## config.mk

```make
export PLATFORM = sky130hd
export DESIGN_NAME = mode_cfg_regs
export DESIGN_NICKNAME = d
export VERILOG_FILES = /design/src/design/mode_cfg_pkg.sv /design/src/design/mode_cfg_regs.sv /design/src/design/cfg_field_sel.sv
export SDC_FILE = /design/constraint.sdc
export NUM_CORES = 1
export LEC_CHECK = 0
export BUFFER_PORTS_ARGS = -buffer_cell sky130_fd_sc_hd__buf_2
export CORE_MARGIN = 2
export CORE_UTILIZATION = 48
export CTS_CLUSTER_SIZE = 14
export DETAILED_ROUTE_END_ITERATION = 8
export GPL_ROUTABILITY_DRIVEN = 0
export PLACE_DENSITY = 0.89
export SYNTH_ARGS = -nofsm -noshare
export SYNTH_HDL_FRONTEND = slang
export SYNTH_SLANG_ARGS = --single-unit
```

## constraint.sdc

```tcl
create_clock -name clk_in -period 2 [get_ports clk_in]
set_clock_uncertainty 0.05 [all_clocks]
set_input_delay 0.2 -clock clk_in [delete_from_list [all_inputs] [get_ports clk_in]]
set_output_delay 0.2 -clock clk_in [all_outputs]
set_load 0.05 [all_outputs]
```

## src/design/mode_cfg_pkg.sv

```systemverilog
// Operation
// - bit 7 set: undriven inputs settle low; clear: settle high
// - bit 5 holds crc error counters cleared until software writes it back to 0
// - bit 3 set: legacy_compat taken from bit 2, else from strap pin
// - bit 2 enables legacy_compat only while bit 3 set; default off
// - bit 1 set: frequency range taken from bit 0, else from strap pin
// - bit 0 set selects low range 5 to 15 MHz; default normal 15-85 MHz
// - separate checker-enable bit turns back-channel crc checking on or off
package mode_cfg_pkg;
   // ----------------------------------------
   // register map
   // ----------------------------------------
   localparam logic [7:0] cfg_offset = 8'h04;
   localparam logic [7:0] bus_ctl_offset = 8'h05;
   localparam logic [7:0] cfg_reset = 8'h80;
   localparam logic [7:0] bus_ctl_reset = 8'h00;
   // bits 6 and 4 are reserved; every other config bit, bit 1 included, is software writable
   localparam logic [7:0] cfg_writable = 8'haf;
   localparam logic [7:0] bus_ctl_writable = 8'h1f;
   // ----------------------------------------
   // field positions
   // ----------------------------------------
   localparam int failsafe_low_bit = 7;
   localparam int crc_clear_bit = 5;
   localparam int compat_by_reg_bit = 3;
   localparam int compat_val_bit = 2;
   localparam int range_by_reg_bit = 1;
   localparam int range_val_bit = 0;
endpackage

```

## src/design/mode_cfg_regs.sv

```systemverilog
`timescale 1ns/10ps
`default_nettype none
module mode_cfg_regs (
   input wire logic clk_in,
   input wire logic rst_in,
   input wire logic wr_en_in,
   input wire logic [7:0] addr_in,
   input wire logic [7:0] wdata_in,
   output logic [7:0] rdata_out,
   input wire logic compat_strap_in,
   input wire logic range_strap_in,
   input wire logic crc_check_en_in,
   output logic failsafe_low_out,
   output logic crc_cnt_clear_out,
   output logic crc_check_en_out,
   output logic legacy_compat_out,
   output logic low_freq_range_sel_out
);
   logic [7:0] cfg_reg;
   logic [7:0] bus_ctl_reg;
   logic [7:0] rdata_reg;

   // ----------------------------------------
   // register writes
   // ----------------------------------------
   // bit 5 is cleared here only by reset: otherwise software must write it back to 0
   always_ff @(posedge clk_in) begin
      if (rst_in) begin
         cfg_reg <= mode_cfg_pkg::cfg_reset;
      end else if (wr_en_in && addr_in == mode_cfg_pkg::cfg_offset) begin
         cfg_reg <= wdata_in & mode_cfg_pkg::cfg_writable;
      end
   end

   always_ff @(posedge clk_in) begin
      if (rst_in) begin
         bus_ctl_reg <= mode_cfg_pkg::bus_ctl_reset;
      end else if (wr_en_in && addr_in == mode_cfg_pkg::bus_ctl_offset) begin
         bus_ctl_reg <= wdata_in & mode_cfg_pkg::bus_ctl_writable;
      end
   end

   // ----------------------------------------
   // read back, registered; unmapped reads zero
   // ----------------------------------------
   always_ff @(posedge clk_in) begin
      if (rst_in) begin
         rdata_reg <= 8'h00;
      end else if (addr_in == mode_cfg_pkg::cfg_offset) begin
         rdata_reg <= cfg_reg;
      end else if (addr_in == mode_cfg_pkg::bus_ctl_offset) begin
         rdata_reg <= bus_ctl_reg;
      end else begin
         rdata_reg <= 8'h00;
      end
   end
   assign rdata_out = rdata_reg;

   // ----------------------------------------
   // outputs to the rest of the device
   // ----------------------------------------
   assign failsafe_low_out = cfg_reg[mode_cfg_pkg::failsafe_low_bit];
   assign crc_cnt_clear_out = cfg_reg[mode_cfg_pkg::crc_clear_bit];
   // checker enable lives in another register outside this block
   assign crc_check_en_out = crc_check_en_in;

   cfg_field_sel compat_sel (
      .by_reg_in(cfg_reg[mode_cfg_pkg::compat_by_reg_bit]),
      .reg_val_in(cfg_reg[mode_cfg_pkg::compat_val_bit]),
      .strap_in(compat_strap_in),
      .sel_out(legacy_compat_out)
   );

   cfg_field_sel range_sel (
      .by_reg_in(cfg_reg[mode_cfg_pkg::range_by_reg_bit]),
      .reg_val_in(cfg_reg[mode_cfg_pkg::range_val_bit]),
      .strap_in(range_strap_in),
      .sel_out(low_freq_range_sel_out)
   );

   // ----------------------------------------
   // checks
   // ----------------------------------------
   chk_failsafe_follows: assert property (@(posedge clk_in) disable iff (rst_in)
      failsafe_low_out == cfg_reg[7]) else $error("failsafe level wrong");
   chk_clear_holds: assert property (@(posedge clk_in) disable iff (rst_in)
      crc_cnt_clear_out && !(wr_en_in && addr_in == 8'h04) |=> crc_cnt_clear_out)
      else $error("crc clear dropped by itself");
   chk_compat_reg: assert property (@(posedge clk_in) disable iff (rst_in)
      cfg_reg[3] |-> legacy_compat_out == cfg_reg[2]) else $error("compat not from reg");
   chk_compat_strap: assert property (@(posedge clk_in) disable iff (rst_in)
      !cfg_reg[3] |-> legacy_compat_out == compat_strap_in) else $error("compat not from strap");
   chk_range_reg: assert property (@(posedge clk_in) disable iff (rst_in)
      cfg_reg[1] |-> low_freq_range_sel_out == cfg_reg[0]) else $error("range not from reg");
   chk_range_strap: assert property (@(posedge clk_in) disable iff (rst_in)
      !cfg_reg[1] |-> low_freq_range_sel_out == range_strap_in) else $error("range not from strap");
   chk_checker_en: assert property (@(posedge clk_in) disable iff (rst_in)
      crc_check_en_out == crc_check_en_in) else $error("checker enable wrong");
   chk_reserved_zero: assert property (@(posedge clk_in) disable iff (rst_in)
      cfg_reg[6] == 1'b0 && cfg_reg[4] == 1'b0 && bus_ctl_reg[7:5] == 3'h0)
      else $error("reserved bit set");
   chk_write_lands: assert property (@(posedge clk_in) disable iff (rst_in)
      wr_en_in && addr_in == 8'h04 |=> cfg_reg == ($past(wdata_in) & mode_cfg_pkg::cfg_writable))
      else $error("config write lost");

   // ----------------------------------------
   // write decode seen by the checks
   // ----------------------------------------
   logic cfg_wr;
   logic bus_ctl_wr;
   assign cfg_wr = wr_en_in && addr_in == mode_cfg_pkg::cfg_offset;
   assign bus_ctl_wr = wr_en_in && addr_in == mode_cfg_pkg::bus_ctl_offset;

   // ----------------------------------------
   // checks: reset values
   // ----------------------------------------
   // no disable here: these look at the cycle right after a reset edge
   chk_cfg_reset: assert property (@(posedge clk_in)
      rst_in |=> cfg_reg == mode_cfg_pkg::cfg_reset)
      else $error("config reset value wrong");

   chk_ctl_reset: assert property (@(posedge clk_in)
      rst_in |=> bus_ctl_reg == mode_cfg_pkg::bus_ctl_reset)
      else $error("bus control reset value wrong");

   chk_rdata_reset: assert property (@(posedge clk_in)
      rst_in |=> rdata_out == 8'h00)
      else $error("read data not cleared by reset");

   chk_failsafe_reset: assert property (@(posedge clk_in)
      rst_in |=> failsafe_low_out)
      else $error("failsafe not low after reset");

   chk_clear_reset: assert property (@(posedge clk_in)
      rst_in |=> !crc_cnt_clear_out)
      else $error("counter clear set after reset");

   chk_defaults_strap: assert property (@(posedge clk_in)
      rst_in |=> legacy_compat_out == compat_strap_in && low_freq_range_sel_out == range_strap_in)
      else $error("defaults do not follow straps");

   // ----------------------------------------
   // checks: write path
   // ----------------------------------------
   chk_ctl_write_lands: assert property (@(posedge clk_in) disable iff (rst_in)
      bus_ctl_wr |=> bus_ctl_reg == ($past(wdata_in) & mode_cfg_pkg::bus_ctl_writable))
      else $error("bus control write lost");

   // bit 5 included: nothing but a write may drop the counter clear
   chk_cfg_keeps: assert property (@(posedge clk_in) disable iff (rst_in)
      !cfg_wr |=> cfg_reg == $past(cfg_reg))
      else $error("config changed without a write");

   chk_ctl_keeps: assert property (@(posedge clk_in) disable iff (rst_in)
      !bus_ctl_wr |=> bus_ctl_reg == $past(bus_ctl_reg))
      else $error("bus control changed without a write");

   chk_write_other: assert property (@(posedge clk_in) disable iff (rst_in)
      wr_en_in && !cfg_wr && !bus_ctl_wr |=> cfg_reg == $past(cfg_reg) && bus_ctl_reg == $past(bus_ctl_reg))
      else $error("unmapped write changed a register");

   chk_clear_set: assert property (@(posedge clk_in) disable iff (rst_in)
      cfg_wr && wdata_in[mode_cfg_pkg::crc_clear_bit] |=> crc_cnt_clear_out)
      else $error("counter clear not set by write");

   chk_clear_release: assert property (@(posedge clk_in) disable iff (rst_in)
      cfg_wr && !wdata_in[mode_cfg_pkg::crc_clear_bit] |=> !crc_cnt_clear_out)
      else $error("counter clear not released by write");

   chk_failsafe_write: assert property (@(posedge clk_in) disable iff (rst_in)
      cfg_wr |=> failsafe_low_out == $past(wdata_in[mode_cfg_pkg::failsafe_low_bit]))
      else $error("failsafe write not applied");

   chk_compat_write: assert property (@(posedge clk_in) disable iff (rst_in)
      cfg_wr && wdata_in[mode_cfg_pkg::compat_by_reg_bit]
      |=> legacy_compat_out == $past(wdata_in[mode_cfg_pkg::compat_val_bit]))
      else $error("compat bit write not applied");

   chk_range_write: assert property (@(posedge clk_in) disable iff (rst_in)
      cfg_wr && wdata_in[mode_cfg_pkg::range_by_reg_bit]
      |=> low_freq_range_sel_out == $past(wdata_in[mode_cfg_pkg::range_val_bit]))
      else $error("range bit write not applied");

   // ----------------------------------------
   // checks: read path
   // ----------------------------------------
   chk_read_cfg: assert property (@(posedge clk_in) disable iff (rst_in)
      addr_in == mode_cfg_pkg::cfg_offset |=> rdata_out == $past(cfg_reg))
      else $error("config read back wrong");

   chk_read_ctl: assert property (@(posedge clk_in) disable iff (rst_in)
      addr_in == mode_cfg_pkg::bus_ctl_offset |=> rdata_out == $past(bus_ctl_reg))
      else $error("bus control read back wrong");

   chk_read_unmapped: assert property (@(posedge clk_in) disable iff (rst_in)
      addr_in != mode_cfg_pkg::cfg_offset && addr_in != mode_cfg_pkg::bus_ctl_offset |=> rdata_out == 8'h00)
      else $error("unmapped read not zero");

   chk_read_after_write: assert property (@(posedge clk_in) disable iff (rst_in)
      cfg_wr ##1 addr_in == mode_cfg_pkg::cfg_offset
      |=> rdata_out == ($past(wdata_in, 2) & mode_cfg_pkg::cfg_writable))
      else $error("written config not read back");

   // ----------------------------------------
   // checks: one per bit
   // ----------------------------------------
   // reserved bits must stay hidden on the read port, so software always sees zero there
   for (genvar i = 0; i < 8; i = i + 1) begin : g_bit
      if (!mode_cfg_pkg::cfg_writable[i]) begin : g_cfg_res
         chk_cfg_bit_zero: assert property (@(posedge clk_in) disable iff (rst_in)
            addr_in == mode_cfg_pkg::cfg_offset |=> !rdata_out[i])
            else $error("reserved config bit reads one");
      end else begin : g_cfg_rw
         chk_cfg_bit_lands: assert property (@(posedge clk_in) disable iff (rst_in)
            cfg_wr |=> cfg_reg[i] == $past(wdata_in[i]))
            else $error("writable config bit lost");
      end
      if (!mode_cfg_pkg::bus_ctl_writable[i]) begin : g_ctl_res
         chk_ctl_bit_zero: assert property (@(posedge clk_in) disable iff (rst_in)
            addr_in == mode_cfg_pkg::bus_ctl_offset |=> !rdata_out[i])
            else $error("reserved control bit reads one");
      end else begin : g_ctl_rw
         chk_ctl_bit_lands: assert property (@(posedge clk_in) disable iff (rst_in)
            bus_ctl_wr |=> bus_ctl_reg[i] == $past(wdata_in[i]))
            else $error("writable control bit lost");
      end
   end
endmodule
`default_nettype wire

```

## src/design/cfg_field_sel.sv

```systemverilog
`timescale 1ns/10ps
`default_nettype none
module cfg_field_sel (
   input wire logic by_reg_in,
   input wire logic reg_val_in,
   input wire logic strap_in,
   output logic sel_out
);
   // strap is a plain level, so the selected value follows it without extra delay
   assign sel_out = by_reg_in ? reg_val_in : strap_in;
endmodule
`default_nettype wire

```

* Word level (Yosys, flattened, before mapping)
Index checks and enable logic that the tools add are counted.
** Storage, ports and cells
- Flip-flop bits (word level) :: 19
- Input port bits :: 22
- Output and inout bits :: 13
- Logic and storage cells :: 16
** Operators by class
- Equality and inequality tests :: 2
- Mux-type cells :: 4
- Bitwise gates (word level) :: 1
- Reduce and logical (&&, ||, !) cells :: 4
** Operators with widths (count)
- $eq 8x3->1 const B :: 2
- $mux 8 :: 1
- $mux 5 :: 1
- $reduce_or 3->1 :: 1
- $logic_and 1x1->1 :: 2
- $mux 1 :: 2
- $reduce_or 2->1 :: 1
- $not 1->1 :: 1

* Logic depth before layout (Yosys ltp)
- Depth in word-level cells :: 3
- Gate-level depth with buffers :: 4

* Hierarchy
Synthesis repeated with hierarchy kept, for this count alone.
** Second synthesis, totals
- Cell total of the unflattened synthesis :: 72
- Area, all modules :: 783.3 um^2
** Modules (own cells, without submodules)
- mode_cfg_regs :: times used 1, cells an instance 70, area an instance 753.2 um^2, seq. area each 360.3 um^2
- cfg_field_sel :: times used 2, cells an instance 1, area an instance 15.0 um^2, seq. area each 0.0 um^2

* Worst setup path after synthesis
No wires, ideal clock.
- Kind :: in2reg
- Start :: input port addr_in[3]
- End :: register cfg_reg[0]
- Library setup time :: 0.125 ns
- Arrival time :: 0.957 ns
- Path slack :: 0.868 ns
- Stages on the path :: 3
- Path through :: nor3b_1 nand4b_2 mux2i_1
** On the way
- Cells in the longest elaborated chain, start to end :: 2
** Ends and longest elaborated chain
- start, declared :: RTL line mode_cfg_regs.sv:7 : input wire logic [7:0] addr_in,
- $eq 8x3->1
- $logic_and 1x1->1
- end signal, assigned :: RTL line mode_cfg_regs.sv:29 : cfg_reg <= mode_cfg_pkg::cfg_reset;
- end signal, assigned :: RTL line mode_cfg_regs.sv:31 : cfg_reg <= wdata_in & mode_cfg_pkg::cfg_writable;
- end, declared :: RTL line mode_cfg_regs.sv:19 : logic [7:0] cfg_reg;
No other way between the ends.
A chain may end at the register's enable or synchronous reset.

* Final worst setup path
- Start :: register cfg_reg[3]
- End :: output port legacy_compat_out
** On the way
- Cells in the longest elaborated chain, start to end :: 1
** Ends and longest elaborated chain
- $mux 1 :: RTL line cfg_field_sel.sv:10 : assign sel_out = by_reg_in ? reg_val_in : strap_in;
- end, declared :: RTL line mode_cfg_regs.sv:16 : output logic legacy_compat_out,
No other way between the ends.

==> summary.txt <==
Global route
  • GR Layer Usage met2: a little under a third
  • Largest net degree at the start of global routing: 20
  • Number of antenna violations at the first check in global routing: 0
  • Most Used Layer, Global Route: met2
  • Total GRT Usage: between 15 and 20%
  • First-pass GRT wire length: around 2400 µm
  • Vias in the first global route: 604
  • Total grt overflow: 0
  • Met1 GRT Util: between 10% and 20%
  • Routing usage on met3: ~3.7%

Logic synthesis
  • XOR/XNOR share of the synthesized area: 0%
  • Compound-cell area share of the yosys netlist: 0%
  • Synthesis-stage register bit count: 18
  • Most common cell in the netlist: dfxtp_1
  • Predominant post-synthesis flop cell: dfxtp_1
  • Post-synth EDFFs: 0
  • Netlist Area Pre-Place: approximately 780 µm²
  • Synth Warn #: 0
  • Post-synth top cells: 18 x dfxtp_1, 16 x nand2b_1, 15 x mux2i_1
  • Cell count after synthesis: 73
  • Area contributors post-synth: dfxtp_1 46%, mux2i_1 19%, nand2b_1 13%
  • Largest family of logic cells by synthesized area: simple AND/OR/NAND/NOR gates
  • Top-area cell type share of the netlist area: between 40 and 50%
  • Async S/R FF share, synth: 0%
  • Seq/Total Area, Yosys: a little under half
  • Syn Nets: 95
  • Synth Area in Simple Gates: 27.49%
  • Mean Syn Cell Area: 10.66 µm²
  • Synth Area in Adders: 0%
  • Synth cell types: 15
  • Mux cell area share after synthesis: between 20 and 25%
  • Top cell type by total area after synthesis: dfxtp_1

STA
  • Setup violations, final: 0
  • Min Tclk post-route: between 1 and 1.5 ns
  • Final worst path period share: between 70% and 80%
  • Setup_tns: 0 ns
  • Final count of hold timing violations: 0
  • Maximum clock frequency: 682.7 MHz
  • RSZ-0062 raised after global routing: no
  • Fin. max-slew vios: 0

Setup path
  • RR Endpoint: rdata_out[1]
  • Arr. time, crit path: about 1.2 ns
  • Worst Setup Path Type: reg2out
  • CP max FO: 3
  • Startpoint Class: flop
  • CP Capture Type: output pin
  • Critical R2R Launch: cfg_reg[1]
  • Crit path required time: between 1.5 and 2 ns
  • FF-to-FF setup slack: 1.31 ns
  • Reg2Reg Depth: 2

Place
  • Post-DP Area: 920.9 µm²
  • PortBufs: 30

Outcome
  • Status: finished clean

Clock tree
  • Htree depth: 1
  • Clock buffer depth: 2
  • Clk sinks: 18
  • Hold Buf Count CTS: 0
  • Cts repair resizes: 0
  • CTS tree: done
  • Clock latency on the worst-skew pair: between 0.2 and 0.3 ns
  • CTS Root Cell: clkbuf_4
  • Cts bufs inserted: 3
  • Setup Buffers After CTS: 0
  • Clock slew at reported path FFs: between 0.1 and 0.15 ns

Die
  • Io pins: 35
  • Die area: between 1500 and 2000 µm²
  • Core area: around 1500 µm²
  • Die Wd: around 44 µm
  • Number of cell rows: 14
  • Die height: 44.27 µm
  • Starting density of the core: 51.66%

Pwr
  • Peak supply drop: 0.4295 mV
  • Total power: around 640 µW
  • Power per Cell Area: between 600 and 700 nW/µm²
  • Leak pwr: between 0.0005 and 0.0006 µW

Final layout
  • Final Cell Area: around 960 µm²
  • Largest register FFs: 7
  • Area Overhead vs Synth: 22.99%
  • Inserted Diodes: 0
  • Final net count: between 100 and 150
  • Share of cells above drive strength 1: about two fifths

Flow run
  • Max-cap violations: 0

Drt
  • Post-DR wirelength/cell: about 12 µm
  • Routed vias: approximately 600
  • Detailed Routing Iterations Pass 1: 4
  • Vias per cell: between 5 and 6
  • Remaining antenna violation count: 0
  • DRC: 0
  • Drt first-iter violations: 6
  • Total wire length: 1378 µm

Hold path
  • Hold crit path type: in2reg
  • Hold_sp: wdata_in[4]
  • Hold Path Sink: bus_ctl_reg[4]
  • Hold path depth: 3
## per-stage QoR
step / instances / hold WS [ns] / setup WS, ns / util, %
2_1_floorplan: 73 / 0.3022 / 0.8682 / -
3_3_place_gp: 114 / 0.3506 / 0.6381 / 61.13
3_5_place_dp: 114 / 0.3506 / 0.5937 / 61.13
4_1_cts: 118 / 0.1020 / 0.5316 / 63.54
5_1_grt: 118 / 0.09125 / 0.4808 / 63.54
6_report: 118 / 0.1031 / 0.5352 / 63.54
## power by group
part | switching (µW) | internal, µW | total [µW]
Sequential | 0.180 | 358 | 359
Clock | 109 | 111 | 220
Combinational | 33.5 | 27.0 | 60.5
## routing by layer
layer  share of wire, %  vias up
met5                  0        -
met4               0.73        0
met3                4.9        2
met2                 53       17
met1                 41      278
li1                   -      300
## placed cells by master (no fill, tap or decap)
cell type and count:
nand4b_2 1, clkbuf_8 1, buf_2 30, nor3b_1 3, mux2_2 2, nand2b_1 16, nor2_1 7, nor4_4 1
dfxtp_1 18, clkbuf_4 3, nor4b_1 1, mux2i_1 15, conb_1 1, nand2_1 2, nand4_2 1
## area by class of cell
type	count	area, µm²
multi-input cells	50	390.4
well taps	16	20.02
flip-flops and latches	18	360.3
repair buffers	30	150.1
fillers	149	549.3
clock buffers	4	36.28
## cells by family after synthesis
group,Yosys count
muxes,17
buffers and inverters,5
other,1
and+or+nand+nor,32
DFF,18
## critical path: stages (launching register included)
cell and delay (ns):
dfxtp_1 0.38, mux2_2 0.35, buf_2 0.21
## worst max path at each step
stage	from	endpoint	slack [ns]	cells past startpoint
floorplan	addr_in[3]	cfg_reg[0]	0.87	3
global placement	addr_in[3]	cfg_reg[3]	0.64	4
detailed placement	addr_in[7]	cfg_reg[2]	0.59	4
CTS	cfg_reg[1]	low_freq_range_sel_out	0.53	2
global route	cfg_reg[1]	low_freq_range_sel_out	0.48	2
finish	cfg_reg[3]	legacy_compat_out	0.54	2
(Power assumes the default switching activity.)
